--- config.mk ---
export PLATFORM = sky130hd
export DESIGN_NAME = adcc_top
export DESIGN_NICKNAME = d
export VERILOG_FILES = /design/src/logic/adcc_pkg.sv /design/src/logic/adcc_top.sv /design/src/logic/adcc_result_mem.sv
export VERILOG_INCLUDE_DIRS = /design/src /design/src/logic
export SDC_FILE = /design/constraint.sdc
export NUM_CORES = 1
export LEC_CHECK = 0
export BUFFER_PORTS_ARGS = -buffer_cell sky130_fd_sc_hd__buf_4
export CORE_MARGIN = 2
export CORE_UTILIZATION = 50
export DETAILED_ROUTE_END_ITERATION = 8
export GPL_TIMING_DRIVEN = 0
export PLACE_DENSITY = 0.74
export SLEW_MARGIN = 5
export SYNTH_ARGS = -nofsm -noshare
export SYNTH_HDL_FRONTEND = slang
export SYNTH_SLANG_ARGS = --single-unit
--- constraint.sdc ---
create_clock -name pclk -period 5 [get_ports pclk]
set_input_delay 0.25 -clock pclk [delete_from_list [all_inputs] [get_ports pclk]]
set_output_delay 0.25 -clock pclk [all_outputs]
set_load 0.02 [all_outputs]
--- src/logic/adcc_defines.svh ---
/*
 Timing counts, register offsets, field positions and reset values of
 the converter control block.
 Assumes inclusion by bare name from the package and the top module.
*/
`ifndef ADCC_DEFINES_SVH
`define ADCC_DEFINES_SVH

// -------------------------------------------------------------
// Timing
// -------------------------------------------------------------
`define ADCC_CONV_MC 8'h1F
`define ADCC_SYNC_MC 8'h03
`define ADCC_RC_TICKS 8'h6C

// -------------------------------------------------------------
// Register map (byte addresses)
// -------------------------------------------------------------
`define ADCC_OFS_CTRL 12'h000
`define ADCC_OFS_RESULT 12'h004
`define ADCC_OFS_STATUS 12'h008
`define ADCC_OFS_HIST 12'h010
`define ADCC_HIST_MASK 12'hFF0

// -------------------------------------------------------------
// Control register fields
// -------------------------------------------------------------
`define ADCC_CTRL_CHAN_LSB 0
`define ADCC_CTRL_RCSEL 2
`define ADCC_CTRL_START 3
`define ADCC_CTRL_DONE 4
`define ADCC_CTRL_ENABLE 5
`define ADCC_CTRL_IRQEN 6

// -------------------------------------------------------------
// Status register fields
// -------------------------------------------------------------
`define ADCC_STAT_VALID 0
`define ADCC_STAT_ABORT 1
`define ADCC_STAT_BUSY 2

// -------------------------------------------------------------
// Reset values
// -------------------------------------------------------------
`define ADCC_RST_CHAN 2'h0
`define ADCC_RST_RESULT 8'h00

`endif

--- src/logic/adcc_pkg.sv ---
/*
 Types shared by the converter control block.
 Assumes the defines header sits beside it.
*/
`include "adcc_defines.svh"

package adcc_pkg;

   // -------------------------------------------------------------
   // Control fields software writes
   // -------------------------------------------------------------
   typedef struct packed {
      logic irq_en;
      logic enable;
      logic rc_clock_select;
      logic [1:0] channel_select_field;
   } adcc_ctrl_s;

   typedef enum logic [1:0] {
      ADCC_IDLE,
      ADCC_SYNC,
      ADCC_CONVERT
   } adcc_conv_e;

   typedef enum logic [1:0] {
      ADCC_BUS_IDLE,
      ADCC_BUS_WAIT,
      ADCC_BUS_ANSWER
   } adcc_bus_e;

endpackage

--- src/logic/adcc_top.sv ---
/*
 Converter control: APB registers, start/done sequencing, timing in
 CPU machine cycles or RC ticks, power-mode abort and wake-up.
 Assumes pclk is the CPU clock, rc_tick is a one-cycle pulse per RC
 oscillator clock synchronous to pclk, and the analog core presents
 the code of the selected channel on analog_code at conversion end.
*/
`timescale 1ns/1ps

`include "adcc_defines.svh"

module adcc_top
   import adcc_pkg::*;
#(
   parameter int CLKS_PER_MC = 1,
   parameter int CONV_MC = 31,
   parameter int SYNC_MC = 3,
   parameter int RC_TICKS = 108
) (
   input wire logic pclk,
   input wire logic presetn,
   input wire logic clk_en,
   input wire logic psel,
   input wire logic penable,
   input wire logic pwrite,
   input wire logic [11:0] paddr,
   input wire logic [31:0] pwdata,
   output logic [31:0] prdata,
   output logic pready,
   output logic pslverr,
   input wire logic cpu_idle,
   input wire logic cpu_power_down,
   input wire logic rc_tick,
   input wire logic [7:0] analog_code,
   output logic [1:0] analog_channel,
   output logic analog_enable,
   output logic converting,
   output logic adc_irq,
   output logic cpu_wake
);

   // -------------------------------------------------------------
   // Declarations
   // -------------------------------------------------------------
   adcc_ctrl_s ctrl_reg;
   adcc_conv_e conv_reg;
   adcc_bus_e bus_reg;
   logic conversion_done_flag_reg;
   logic [7:0] conversion_result_reg;
   logic result_valid_reg;
   logic aborted_reg;
   logic [1:0] conv_chan_reg;
   logic [7:0] cnt_reg;
   logic [7:0] mc_div_reg;
   logic mc_tick;
   logic bus_write;
   logic ctrl_wr;
   logic start_req;
   logic finish;
   logic abort;
   logic [7:0] hist_data;
   logic [31:0] rd_mux;
   logic rd_err;

   // -------------------------------------------------------------
   // Helpers
   // -------------------------------------------------------------
   function automatic logic is_hist(input logic [11:0] a);
      return (a & `ADCC_HIST_MASK) == `ADCC_OFS_HIST;
   endfunction

   function automatic logic is_mapped(input logic [11:0] a);
      return a == `ADCC_OFS_CTRL || a == `ADCC_OFS_RESULT ||
             a == `ADCC_OFS_STATUS || is_hist(a);
   endfunction

   // -------------------------------------------------------------
   // APB slave: one wait state, answer registered
   // -------------------------------------------------------------
   // The wait state lets the history memory register its read data
   // before prdata is loaded, so every output stays a flop.
   always_ff @(posedge pclk or negedge presetn) begin
      if (!presetn) begin
         bus_reg <= ADCC_BUS_IDLE;
      end else if (clk_en) begin
         case (bus_reg)
            ADCC_BUS_IDLE: begin
               if (psel && !penable) begin
                  bus_reg <= ADCC_BUS_WAIT;
               end
            end
            ADCC_BUS_WAIT: begin
               bus_reg <= ADCC_BUS_ANSWER;
            end
            ADCC_BUS_ANSWER: begin
               bus_reg <= ADCC_BUS_IDLE;
            end
            default: begin
               bus_reg <= ADCC_BUS_IDLE;
            end
         endcase
      end
   end

   always_comb begin
      rd_err = !is_mapped(paddr);
      rd_mux = 32'h0000_0000;
      if (paddr == `ADCC_OFS_CTRL) begin
         rd_mux[`ADCC_CTRL_CHAN_LSB +: 2] = ctrl_reg.channel_select_field;
         rd_mux[`ADCC_CTRL_RCSEL] = ctrl_reg.rc_clock_select;
         rd_mux[`ADCC_CTRL_START] = conv_reg != ADCC_IDLE;
         rd_mux[`ADCC_CTRL_DONE] = conversion_done_flag_reg;
         rd_mux[`ADCC_CTRL_ENABLE] = ctrl_reg.enable;
         rd_mux[`ADCC_CTRL_IRQEN] = ctrl_reg.irq_en;
      end else if (paddr == `ADCC_OFS_RESULT) begin
         rd_mux[7:0] = conversion_result_reg;
      end else if (paddr == `ADCC_OFS_STATUS) begin
         rd_mux[`ADCC_STAT_VALID] = result_valid_reg;
         rd_mux[`ADCC_STAT_ABORT] = aborted_reg;
         rd_mux[`ADCC_STAT_BUSY] = conv_reg != ADCC_IDLE;
      end else if (is_hist(paddr)) begin
         rd_mux[7:0] = hist_data;
      end
   end

   always_ff @(posedge pclk or negedge presetn) begin
      if (!presetn) begin
         pready <= 1'b0;
         pslverr <= 1'b0;
         prdata <= 32'h0000_0000;
      end else if (clk_en) begin
         pready <= bus_reg == ADCC_BUS_WAIT;
         pslverr <= bus_reg == ADCC_BUS_WAIT && rd_err;
         if (bus_reg == ADCC_BUS_WAIT && !pwrite) begin
            prdata <= rd_mux;
         end
      end
   end

   assign bus_write = bus_reg == ADCC_BUS_ANSWER && psel && penable &&
                      pwrite && pready;
   assign ctrl_wr = bus_write && paddr == `ADCC_OFS_CTRL;

   // -------------------------------------------------------------
   // Control register
   // -------------------------------------------------------------
   // Channel and clock source are frozen while busy or done, so a
   // running conversion cannot change under software.
   always_ff @(posedge pclk or negedge presetn) begin
      if (!presetn) begin
         ctrl_reg.channel_select_field <= `ADCC_RST_CHAN;
         ctrl_reg.rc_clock_select <= 1'b0;
         ctrl_reg.enable <= 1'b0;
         ctrl_reg.irq_en <= 1'b0;
      end else if (clk_en && ctrl_wr) begin
         ctrl_reg.enable <= pwdata[`ADCC_CTRL_ENABLE];
         ctrl_reg.irq_en <= pwdata[`ADCC_CTRL_IRQEN];
         if (conv_reg == ADCC_IDLE && !conversion_done_flag_reg) begin
            ctrl_reg.channel_select_field <=
               pwdata[`ADCC_CTRL_CHAN_LSB +: 2];
            ctrl_reg.rc_clock_select <= pwdata[`ADCC_CTRL_RCSEL];
         end
      end
   end

   // Start is blocked while busy or while the done flag is still set
   assign start_req = ctrl_wr && pwdata[`ADCC_CTRL_START] &&
                      conv_reg == ADCC_IDLE &&
                      !conversion_done_flag_reg;

   // -------------------------------------------------------------
   // Machine cycle divider
   // -------------------------------------------------------------
   always_ff @(posedge pclk or negedge presetn) begin
      if (!presetn) begin
         mc_div_reg <= 8'h00;
      end else if (clk_en) begin
         if (mc_div_reg == 8'(CLKS_PER_MC - 1)) begin
            mc_div_reg <= 8'h00;
         end else begin
            mc_div_reg <= mc_div_reg + 8'h01;
         end
      end
   end

   assign mc_tick = mc_div_reg == 8'(CLKS_PER_MC - 1);

   // -------------------------------------------------------------
   // Conversion sequencer
   // -------------------------------------------------------------
   // The CPU clock stops in power down, so only an RC clocked
   // conversion may carry on there.
   assign abort = conv_reg != ADCC_IDLE && cpu_power_down &&
                  !ctrl_reg.rc_clock_select;
   assign finish = conv_reg == ADCC_CONVERT && !abort &&
                   cnt_reg == 8'h01 &&
                   (ctrl_reg.rc_clock_select ? rc_tick : mc_tick);

   always_ff @(posedge pclk or negedge presetn) begin
      if (!presetn) begin
         conv_reg <= ADCC_IDLE;
         cnt_reg <= 8'h00;
         conv_chan_reg <= `ADCC_RST_CHAN;
      end else if (clk_en) begin
         case (conv_reg)
            ADCC_IDLE: begin
               if (start_req) begin
                  conv_chan_reg <= pwdata[`ADCC_CTRL_CHAN_LSB +: 2];
                  if (pwdata[`ADCC_CTRL_RCSEL]) begin
                     conv_reg <= ADCC_SYNC;
                     cnt_reg <= 8'(SYNC_MC);
                  end else begin
                     conv_reg <= ADCC_CONVERT;
                     cnt_reg <= 8'(CONV_MC);
                  end
               end
            end
            ADCC_SYNC: begin
               if (abort) begin
                  conv_reg <= ADCC_IDLE;
               end else if (mc_tick) begin
                  if (cnt_reg == 8'h01) begin
                     conv_reg <= ADCC_CONVERT;
                     cnt_reg <= 8'(RC_TICKS);
                  end else begin
                     cnt_reg <= cnt_reg - 8'h01;
                  end
               end
            end
            ADCC_CONVERT: begin
               if (abort) begin
                  conv_reg <= ADCC_IDLE;
               end else if (finish) begin
                  conv_reg <= ADCC_IDLE;
               end else if (ctrl_reg.rc_clock_select ? rc_tick : mc_tick) begin
                  cnt_reg <= cnt_reg - 8'h01;
               end
            end
            default: begin
               conv_reg <= ADCC_IDLE;
            end
         endcase
      end
   end

   // -------------------------------------------------------------
   // Done flag, result and validity
   // -------------------------------------------------------------
   // Completion in the same cycle as a software clear keeps the flag.
   always_ff @(posedge pclk or negedge presetn) begin
      if (!presetn) begin
         conversion_done_flag_reg <= 1'b0;
      end else if (clk_en) begin
         if (finish) begin
            conversion_done_flag_reg <= 1'b1;
         end else if (ctrl_wr && !pwdata[`ADCC_CTRL_DONE]) begin
            conversion_done_flag_reg <= 1'b0;
         end
      end
   end

   always_ff @(posedge pclk or negedge presetn) begin
      if (!presetn) begin
         conversion_result_reg <= `ADCC_RST_RESULT;
         result_valid_reg <= 1'b0;
         aborted_reg <= 1'b0;
      end else if (clk_en) begin
         if (finish) begin
            conversion_result_reg <= analog_code;
            result_valid_reg <= 1'b1;
         end else if (abort) begin
            result_valid_reg <= 1'b0;
            aborted_reg <= 1'b1;
         end else if (start_req) begin
            aborted_reg <= 1'b0;
         end
      end
   end

   adcc_result_mem #(
      .WIDTH(8),
      .DEPTH(4),
      .AW(2)
   ) u_hist (
      .pclk(pclk),
      .presetn(presetn),
      .clk_en(clk_en),
      .wr_en(finish),
      .wr_addr(conv_chan_reg),
      .wr_data(analog_code),
      .rd_addr(paddr[3:2]),
      .rd_data(hist_data)
   );

   // -------------------------------------------------------------
   // Interrupt, wake-up and analog controls
   // -------------------------------------------------------------
   always_ff @(posedge pclk or negedge presetn) begin
      if (!presetn) begin
         adc_irq <= 1'b0;
         cpu_wake <= 1'b0;
         analog_channel <= `ADCC_RST_CHAN;
         analog_enable <= 1'b0;
         converting <= 1'b0;
      end else if (clk_en) begin
         // Built from next-state values so the request drops with the flag
         adc_irq <= (ctrl_wr ? pwdata[`ADCC_CTRL_IRQEN] : ctrl_reg.irq_en) &&
                    (finish || (conversion_done_flag_reg &&
                     !(ctrl_wr && !pwdata[`ADCC_CTRL_DONE])));
         // An abort never sets the flag, so it cannot wake the CPU
         cpu_wake <= finish && ctrl_reg.irq_en &&
                     (cpu_idle || cpu_power_down);
         analog_channel <= conv_reg == ADCC_IDLE ?
                           ctrl_reg.channel_select_field : conv_chan_reg;
         analog_enable <= ctrl_reg.enable;
         converting <= (conv_reg != ADCC_IDLE || start_req) &&
                       !abort && !finish;
      end
   end

endmodule

--- src/logic/adcc_result_mem.sv ---
/*
 Small per-channel result memory with registered read data.
 Assumes one clock, a clock enable and an active-low async reset.
*/
`timescale 1ns/1ps

module adcc_result_mem #(
   parameter int WIDTH = 8,
   parameter int DEPTH = 4,
   parameter int AW = 2
) (
   input wire logic pclk,
   input wire logic presetn,
   input wire logic clk_en,
   input wire logic wr_en,
   input wire logic [AW-1:0] wr_addr,
   input wire logic [WIDTH-1:0] wr_data,
   input wire logic [AW-1:0] rd_addr,
   output logic [WIDTH-1:0] rd_data
);

   logic [WIDTH-1:0] mem_reg [DEPTH];

   // -------------------------------------------------------------
   // Storage
   // -------------------------------------------------------------
   genvar gi;
   generate
      for (gi = 0; gi < DEPTH; gi++) begin : g_word
         always_ff @(posedge pclk or negedge presetn) begin
            if (!presetn) begin
               mem_reg[gi] <= '0;
            end else if (clk_en && wr_en && wr_addr == AW'(gi)) begin
               mem_reg[gi] <= wr_data;
            end
         end
      end
   endgenerate

   always_ff @(posedge pclk or negedge presetn) begin
      if (!presetn) begin
         rd_data <= '0;
      end else if (clk_en) begin
         rd_data <= mem_reg[rd_addr];
      end
   end

endmodule

==> results of run 1 <==
==> cell families (layout without fill, tap and decap cells) <==
kind of cell	Yosys count	count (layout)
other	1	24
AND/OR/NAND/NOR	97	97
adder cells (fa/ha/maj)	8	8
AO/OA/AOI/OAI	74	74
XOR/XNOR	5	5
multiplexers	71	71
flip-flops	94	94
buffers and inverters	58	125
==> routing by layer <==
metal  vias to the layer above  share of wire [%]  track usage (%)
li1                       1614                  -                -
met1                      1701                 42             29.3
met2                       104                 50             36.5
met3                        17                6.3             3.59
met4                         0                1.9             8.21
met5                         -                  0                0
==> critical path, delay by kind of cell (launching register included) <==
kind	cells	cell delay [ns]
AOI/OAI and AO/OA	1	0.29
adders and majority gates	1	0.14
buffers and inverters	2	0.28
muxes	1	0.41
and+or+nand+nor	3	1.45
DFF	1	0.44
==> area by class of cell <==
cell class                      count  area (sq um)
Timing Repair Buffer               51           387
Inverter                           16          60.1
Sequential cell                    94          2350
Fill cell                         750          3620
Buffer                             42           256
Tap cell                          129           161
Clock inverter                      7          87.6
Clock buffer                        9           124
Multi-Input combinational cell    279          2190
==> report_power, final <==
group	leakage, nW	total (W)	internal, W	switching (W)
Sequential	1.28	0.000929	0.000849	0.0000804
Clock	0.108	0.000539	0.000244	0.000296
Combinational	1.36	0.000612	0.000273	0.000340
==> synthesized netlist by cell type, types with 3 or more instances <==
master / count / share of area, %
dfrtp_1: 94 / 49
mux2_2: 58 / 14
nand2_1: 27 / 2.1
buf_4: 25 / 3.9
nor2_1: 16 / 1.3
o21ai_0: 16 / 1.7
inv_1: 15 / 1.2
clkbuf_1: 11 / 0.86
a21oi_1: 10 / 1.0
and3_1: 8 / 1.0
ha_1: 8 / 2.1
mux4_2: 8 / 3.8
nand4_1: 7 / 0.92
o31ai_1: 7 / 1.1
nand3_1: 6 / 0.63
mux2i_1: 5 / 1.0
nor3_1: 5 / 0.52
nor4_1: 5 / 0.66
o21a_1: 5 / 0.79
xnor2_1: 5 / 0.92
a211oi_1: 4 / 0.63
buf_2: 4 / 0.42
a221oi_1: 3 / 0.55
a31oi_1: 3 / 0.39
nor3b_1: 3 / 0.47
or3_1: 3 / 0.39
==> path summary, 6_finish.rpt <==
| check | start | to | slack (ns) | cells after the start |
|---|---|---|---|---|
| setup / recovery | mc_div_reg[0]$_DFFE_PN0P_ | u_hist.mem_reg[24]$_DFFE_PN0P_ | 1.87 | 8 |
| hold / removal | presetn | cnt_reg[5]$_DFFE_PN0P_ | -0.06 | 1 |
| setup reg to reg | mc_div_reg[0]$_DFFE_PN0P_ | u_hist.mem_reg[24]$_DFFE_PN0P_ | 1.87 | 8 |
| hold reg to reg | mc_div_reg[7]$_DFFE_PN0P_ | mc_div_reg[7]$_DFFE_PN0P_ | 0.49 | 1 |
| max in group asynchronous | presetn | cpu_wake$_DFFE_PN0P_ | 4.48 | 1 |
| min in group pclk | penable | bus_reg[0]$_DFFE_PN0P_ | 0.06 | 2 |
==> through the flow <==
| stage | hold WS, ns | cell area, sq um | util (%) | instances |
|---|---|---|---|---|
| finish | -0.0602 | 5620 | 60.8 | 627 |
| CTS | 0.0529 | 5620 | 60.8 | 627 |
| global placement | 0.436 | 5410 | 58.5 | 611 |
| floorplan | -0.0456 | 4860 | - | 431 |
| detailed placement | 0.451 | 5410 | 58.5 | 611 |
| global route | 0.0146 | 5620 | 60.8 | 627 |
==> metrics, run 1 <==
Post-synth EDFFs=0; CP peak stage delay=0.59 ns; simple-gate share of the synthesized area=11.3%; total track usage=22.0%; Post-Synth Adder-Cell Area=2.10%; Iteration-0 DRC Markers=234; Clock Tree Buf Depth=2; max cap viols=0; Max Freq=roughly 320 MHz; Die Wd=102 um; initial antenna violation count=0; CTS Hold Bufs=0; CP Class=flop to flop; DP Worst Slack=1.87 ns; endpoints failing setup=0; Hold WS=-0.0602 ns; Post-Syn Area per Cell=11.7 sq um; clock latency at the later pin of the worst-skew pair=0.37 ns; final setup margin=1.87 ns; area delta synth->final=17.7%; synth unique cells=62; RSZ-0062 raised after global routing=false; cells along the critical path=inv_1 -> ha_1 -> or3b_2 -> o31a_1 -> or3_1 -> buf_2 -> nor4_4 -> mux2_2; predominant post-synthesis flop cell=dfrtp_1; CTS resizes=0; share of async-settable or async-resettable flops after synthesis=100%; Setup Buffers After CTS=0; Die Y=approximately 100 um; diode count=0; dpl hpwl=7640 um; Synth Instances=408; Mapped Area=4770 sq um; post-synthesis compound-gate area fraction=between 10% and 20%; core area=9240 sq um; crit-path max FO=8; multiplexer area fraction after synthesis=18.5%; Die ar.=approximately 10,000 sq um; CTS sink count=94; Worst Max-Slew Pin Slew=between 0.8 and 0.9 ns; number of port buffers=51; H-tree depth=3; Worst Path Required=5.25 ns; GRT overflow=0; routability cong.=~0.9; PD cells=370 nW/um^2; Hold Crit Class=primary input to asynchronous set/reset pin; post-route ant nets=0; slew margin rel.=43.6%; layout cells sized above 1=roughly a third; DRC Markers=0; commonest non-fill, non-tap cell in the layout=dfrtp_1; CP startpoint kind=flop; root buffer cell=clkbuf_8; failing checks=hold timing; clk slew on worst S/H paths=0.10 ns; XOR/XNOR Fraction of Synth Area=0.917%; CP arrival=3.38 ns; IO Count=101; status=finished, violations left; Rows=35; Yosys Warn Count=0; critical path's slowest cell=nor4_4; vias in the first global route=3,411; final max-slew violation count=0; endpoint type of the worst setup path=flop; Final Power=0.00208 W; DR WL/cell=approximately 17 um; Clock Skews=0.00916 ns; main combinational cell family by area after synthesis=multiplexers; Setup TNS=0 ns; leak pwr=2.74 nW; Final Hold Vio Count=72; clock buffer count from CTS=9; post-layout min period=3.13 ns; Initial Utilization=51.7%; max reg flops=32; Layout Nets=roughly 560; drt pass-1 iters=4; Seq/Total Area, Yosys=about half; FF+latch count, synth=94; largest net degree at the start of global routing=95; final period utilization=62.5%; Vias/cell=5.48; commonest cells after routing, fill and taps aside=dfrtp_1, buf_4, mux2_2; CTS tree=yes; Post-Route WL=10,800 um; first-pass GRT wire length=17,400 um; worst ir drop on vdd=0.000151 V; vias=around 3,400
Power figures use the tool's default switching activity.
==> run 2: changes to the inputs <==
clock period = 3.2 ns   (was 5 ns; I/O delays follow)
==> metrics, run 2 (synthesis gave the netlist of run 1 again) <==
final period utilization=95.1%; Initial Utilization=51.7%; root buffer cell=clkbuf_8; Die ar.=~10,000 sq um; vias in the first global route=3,419; clock latency at the later pin of the worst-skew pair=between 0.3 and 0.4 ns; endpoints failing setup=0; final max-slew violation count=0; area delta synth->final=18.5%; layout cells sized above 1=approximately a third; routability cong.=0.886; largest net degree at the start of global routing=95; PD cells=roughly 580 nW/um^2; Worst Max-Slew Pin Slew=0.838 ns; endpoint type of the worst setup path=flop; Fillers=approximately 750; Iteration-0 DRC Markers=230; Die Y=102 um; clk slew on worst S/H paths=around 0.10 ns; Clock Skews=0.0103 ns; post-route ant nets=0; CP startpoint kind=flop; drt pass-1 iters=4; Rows=35; Clock Tree Buf Depth=2; non-filler cells, final=approximately 630; origin of the worst setup path=mc_div_reg[0]$_DFFE_PN0P_; max cap viols=0; CTS sink count=94; R2R Setup Slk=0.16 ns; RSZ-0062 raised after global routing=false; clock buffer count from CTS=9; worst reg2reg path depth=8; max reg flops=32; post-layout min period=3.04 ns; commonest cells after routing, fill and taps aside=dfrtp_1, buf_4, mux2_2; commonest non-fill, non-tap cell in the layout=dfrtp_1; Die Wd=102 um; crit-path max FO=10; Post-Route WL=between 10,000 and 15,000 um; Worst Path Required=around 3.5 ns; dpl hpwl=roughly 7600 um; H-tree depth=3; CP Class=flop to flop; total track usage=22.1%; DR WL/cell=about 17 um; reg2reg end=u_hist.mem_reg[1]$_DFFE_PN0P_; Vias/cell=roughly 5.5; slew margin rel.=44.1%; Layout Nets=about 560; CP arrival=3.29 ns; IO Count=101; diode count=0; DRC Markers=0; CTS tree=yes; leak pwr=between 2 and 3 nW; worst ir drop on vdd=0.000236 V; Final Hold Vio Count=0; initial antenna violation count=0; Worst R2R Start=mc_div_reg[0]$_DFFE_PN0P_; Setup TNS=0 ns; worst setup path end=u_hist.mem_reg[1]$_DFFE_PN0P_; status=finished clean; GRT overflow=0; number of port buffers=51; Hold Crit Class=primary input to flop; dpl cells=611; vias=about 3,400; first-pass GRT wire length=between 15,000 and 20,000 um; Max Freq=329 MHz; core area=just over 9000 sq um
-- run 2: layer usage --
metal | part of all wire, % | routed length, um | vias up | GRT usage [%]
li1 | - | - | 1622 | -
met4 | 1.8 | 189 | 0 | 8.21
met5 | 0 | 0 | - | 0
met1 | 42 | 4540 | 1707 | 29.3
met2 | 50 | 5380 | 98 | 36.6
met3 | 5.4 | 579 | 12 | 3.59
-- run 2: worst min path at each step --
stage	start	to	slack, ns	cells after the start
floorplan	presetn	aborted_reg$_DFFE_PN0P_	-0.14	0
global placement	penable	bus_reg[0]$_DFFE_PN0P_	0.35	2
detailed placement	penable	bus_reg[0]$_DFFE_PN0P_	0.36	2
CTS	pwdata[5]	ctrl_reg[3]$_DFFE_PN0P_	0.01	2
global route	pwdata[5]	ctrl_reg[3]$_DFFE_PN0P_	0.003	2
finish	pwdata[5]	ctrl_reg[3]$_DFFE_PN0P_	0.02	2
-- run 2: area by class of cell --
cell class,instances,area [sq um],area share [%]
clock inverters,7,87.6,1.55
clock buffers,9,124,2.19
plain buffers,41,255,4.51
repair buffers,54,427,7.54
well taps,129,161,2.85
inverters,16,60.1,1.06
multi-input cells,279,2190,38.7
flip-flops and latches,94,2350,41.6
-- run 2: critical path, cell delays in order (launching register included) --
cell and delay (ns):
dfrtp_1 0.44, inv_1 0.11, ha_1 0.14, or3b_2 0.50
o31a_1 0.29, nor4_1 0.42, clkbuf_4 0.34, nand3_2 0.30
mux2_2 0.38
-- run 2: where the power goes --
part | internal [W] | switching (W) | leakage (nW)
combinational | 0.000430 | 0.000528 | 1.37
sequential | 0.00133 | 0.000126 | 1.28
clock | 0.000381 | 0.000464 | 0.108
total | 0.00214 | 0.00112 | 2.76
-- run 2: per-stage QoR --
stage	setup WS, ns	hold WS [ns]	instance area (sq um)	power, W	utilization (%)
after floorplan	0.460	-0.136	4860	0.00216	-
after global placement	0.126	0.346	5410	0.00238	58.5
final	0.157	0.0173	5660	0.00325	61.2
after CTS	0.0545	0.0117	5630	0.00325	60.9
after global routing	0.00698	0.00306	5660	0.00346	61.2
after detailed placement	0.0744	0.361	5410	0.00242	58.5
-- run 2: what timing repair did --
action,4_1_cts,5_1_grt
buffers inserted,0,1
hold buffers,1,1
gates resized for setup,0,1
endpoints found under the hold margin,1,94
endpoints found under the setup margin,0,23
==> run 3: changes to the inputs <==
ABC_AREA = 1   (was not set)
REMOVE_ABC_BUFFERS = 1   (was not set)
==> metrics, run 3 <==
reg2reg end=cnt_reg[0]$_DFFE_PN0P_; WP buf/inv=2; H-tree depth=3; Synth Instances=608; Die ar.=10,600 sq um; Min-Delay Endpoint=ctrl_reg[3]$_DFFE_PN0P_; core area=~9600 sq um; first-pass GRT wire length=about 18,000 um; post-route ant nets=0; R2R Setup Slk=0.43 ns; status=finished clean; Seq/Total Area, Yosys=47.8%; GRT overflow=0; max reg flops=32; total track usage=21.2%; non-filler cells, final=798; vias=3,977; DRT met1 WL=~4600 um; CP Class=flop to flop; DR WL/cell=~13 um; Post-synth EDFFs=0; Fillers=941; synth unique cells=40; Commonest cells post-synth=nand2_1, dfrtp_1, inv_1; Rows=36; worst reg2reg path depth=10; endpoints failing setup=0; area delta synth->final=12.1%; Mapped Area=4920 sq um; largest net degree at the start of global routing=95; dpl cells=780; multi-input logic area=2130 sq um; root buffer cell=clkbuf_8; slew margin rel.=roughly 19%; CP peak stage delay=0.68 ns; endpoint type of the worst setup path=flop; DRC Markers=0; Worst R2R Start=conv_reg[0]$_DFFE_PN0P_; DP Worst Slack=just under 0.5 ns; drt pass-1 iters=4; clk slew on worst S/H paths=roughly 0.10 ns; Clock Skews=between 0.01 and 0.015 ns; final core occ=57.2%; CTS tree=yes; Setup TNS=0 ns; Initial Utilization=51.0%; WL met2=approximately 5200 um; final max-slew violation count=0; Die Y=103 um; commonest cells after routing, fill and taps aside=nand2_1, dfrtp_1, inv_1; final setup margin=0.426 ns; cells along the critical path=inv_1 -> ha_1 -> inv_2 -> nand3_2 -> nand2_2 -> nor2_4 -> a21oi_1 -> nand3_1 -> nand2_1 -> nand2_1; storage element area=between 2000 and 2500 sq um; RSZ-0062 raised after global routing=false; Clock Tree Buf Depth=2; Highest Signal Layer=met4; critical path's slowest cell=a21oi_1; Area contributors post-synth=dfrtp_1, nand2_1, o21ai_0, inv_1, nor2_1; final period utilization=86.7%; Iteration-0 DRC Markers=196; crit-path max FO=11; Vias/cell=roughly 5.0; Worst Path Required=~3.5 ns; Final Hold Vio Count=0; vias in the first global route=approximately 3,700; share of async-settable or async-resettable flops after synthesis=100%; delay-heaviest family, CP=simple AND/OR/NAND/NOR gates; Synth top area share=47.8%; clock latency at the later pin of the worst-skew pair=0.37 ns; Worst Max-Slew Pin Slew=1.21 ns; most common cell in the netlist=nand2_1; CP dominant cell by count=nand2_1; layout cells sized above 1=15.0%; post-synth top area cell=dfrtp_1; CTS sink count=94; number of port buffers=51; CP startpoint kind=flop; FF+latch count, synth=94; Yosys Warn Count=0; worst ir drop on vdd=0.000275 V; Hold Crit Class=primary input to flop; met3 wire len=382 um; Max Freq=about 360 MHz; Die Wd=103 um; diode count=0; clock buffer count from CTS=9; PD cells=480 nW/um^2; hold wc startpoint=pwdata[5]; leak pwr=~2.9 nW; commonest non-fill, non-tap cell in the layout=nand2_1; Post-Syn Area per Cell=roughly 8.1 sq um; Worst Hold Path Cells=3; CP arrival=around 3.0 ns; IO Count=101; routability cong.=0.828; Post-Route WL=10,300 um; max cap viols=0; predominant post-synthesis flop cell=dfrtp_1; dpl hpwl=7450 um; initial antenna violation count=0; post-layout min period=2.77 ns; Layout Nets=729
run 3: cell count changes in the layout (fill, tap and decap cells not counted), sizes merged, moves of 9 or more:
cell    delta
buf       -30
clkbuf     -9
mux2      -58
nor2      +47
nand2    +133
inv       +53
o21ai     +74
a21oi     +12
nand3     +25
run 3: cells by family (layout without fill, tap and decap cells):
| group | Yosys count | in the layout | share of synthesized area, % |
|---|---|---|---|
| and+or+nand+nor | 266 | 266 | 24.0 |
| AOI/OAI and AO/OA | 127 | 127 | 14.4 |
| other | 1 | 24 | 0.0763 |
| xor gates and xnor gates | 6 | 6 | 1.07 |
| DFF | 94 | 94 | 47.8 |
| adders and majority gates | 8 | 8 | 2.04 |
| buffers and inverters | 106 | 140 | 10.6 |
run 3: report_power, final:
group          internal (W)  switching, W
Sequential          0.00129     0.0000883
Combinational      0.000199      0.000333
Clock              0.000306      0.000422
Total               0.00180      0.000843
run 3: cell type report:
| class | count | area share (%) |
|---|---|---|
| clock buffers | 11 | 2.57 |
| clock inverters | 5 | 0.591 |
| inverters | 71 | 4.88 |
| multi-input cells | 431 | 38.6 |
| flip-flops and latches | 94 | 42.7 |
| well taps | 133 | 3.02 |
| repair buffers | 53 | 7.63 |
run 3: timing repair:
item	4_1_cts	5_1_grt
resized for setup	0	0
hold endpoints to repair	0	23
buffers inserted	0	0
hold buffers	0	1
run 3: worst max-delay path by stage:
stage | endpoint | slack [ns] | start | cells after the start
floorplan | cnt_reg[0]$_DFFE_PN0P_ | 1.08 | conv_reg[0]$_DFFE_PN0P_ | 10
global placement | cnt_reg[0]$_DFFE_PN0P_ | 0.49 | conv_reg[0]$_DFFE_PN0P_ | 10
detailed placement | cnt_reg[0]$_DFFE_PN0P_ | 0.49 | conv_reg[0]$_DFFE_PN0P_ | 10
CTS | cnt_reg[0]$_DFFE_PN0P_ | 0.46 | conv_reg[0]$_DFFE_PN0P_ | 10
global route | cnt_reg[3]$_DFFE_PN0P_ | 0.13 | conv_reg[0]$_DFFE_PN0P_ | 10
finish | cnt_reg[0]$_DFFE_PN0P_ | 0.43 | conv_reg[0]$_DFFE_PN0P_ | 10
run 3: through the flow:
stage               cell area [sq um]  power [W]  hold WS, ns
CTS                              5470    0.00266       0.0108
floorplan                        4750    0.00176       -0.136
detailed placement               5300    0.00194        0.409
finish                           5510    0.00264       0.0109
global placement                 5300    0.00192        0.387
global route                     5510    0.00281      0.00634
run 3: worst reg2reg max path, cell delays in order (launching register included):
cell     delay, ns
dfrtp_1       0.41
inv_1         0.08
ha_1          0.31
inv_2         0.16
nand3_2       0.15
nand2_2       0.12
nor2_4        0.05
a21oi_1       0.68
nand3_1       0.49
nand2_1       0.16
nand2_1       0.06
run 3: metal layers:
layer  vias up  GRT usage (%)
li1       2016              -
met3        13           3.86
met1      1870           28.3
met5         -              0
met4         0           7.19
met2        78           35.0
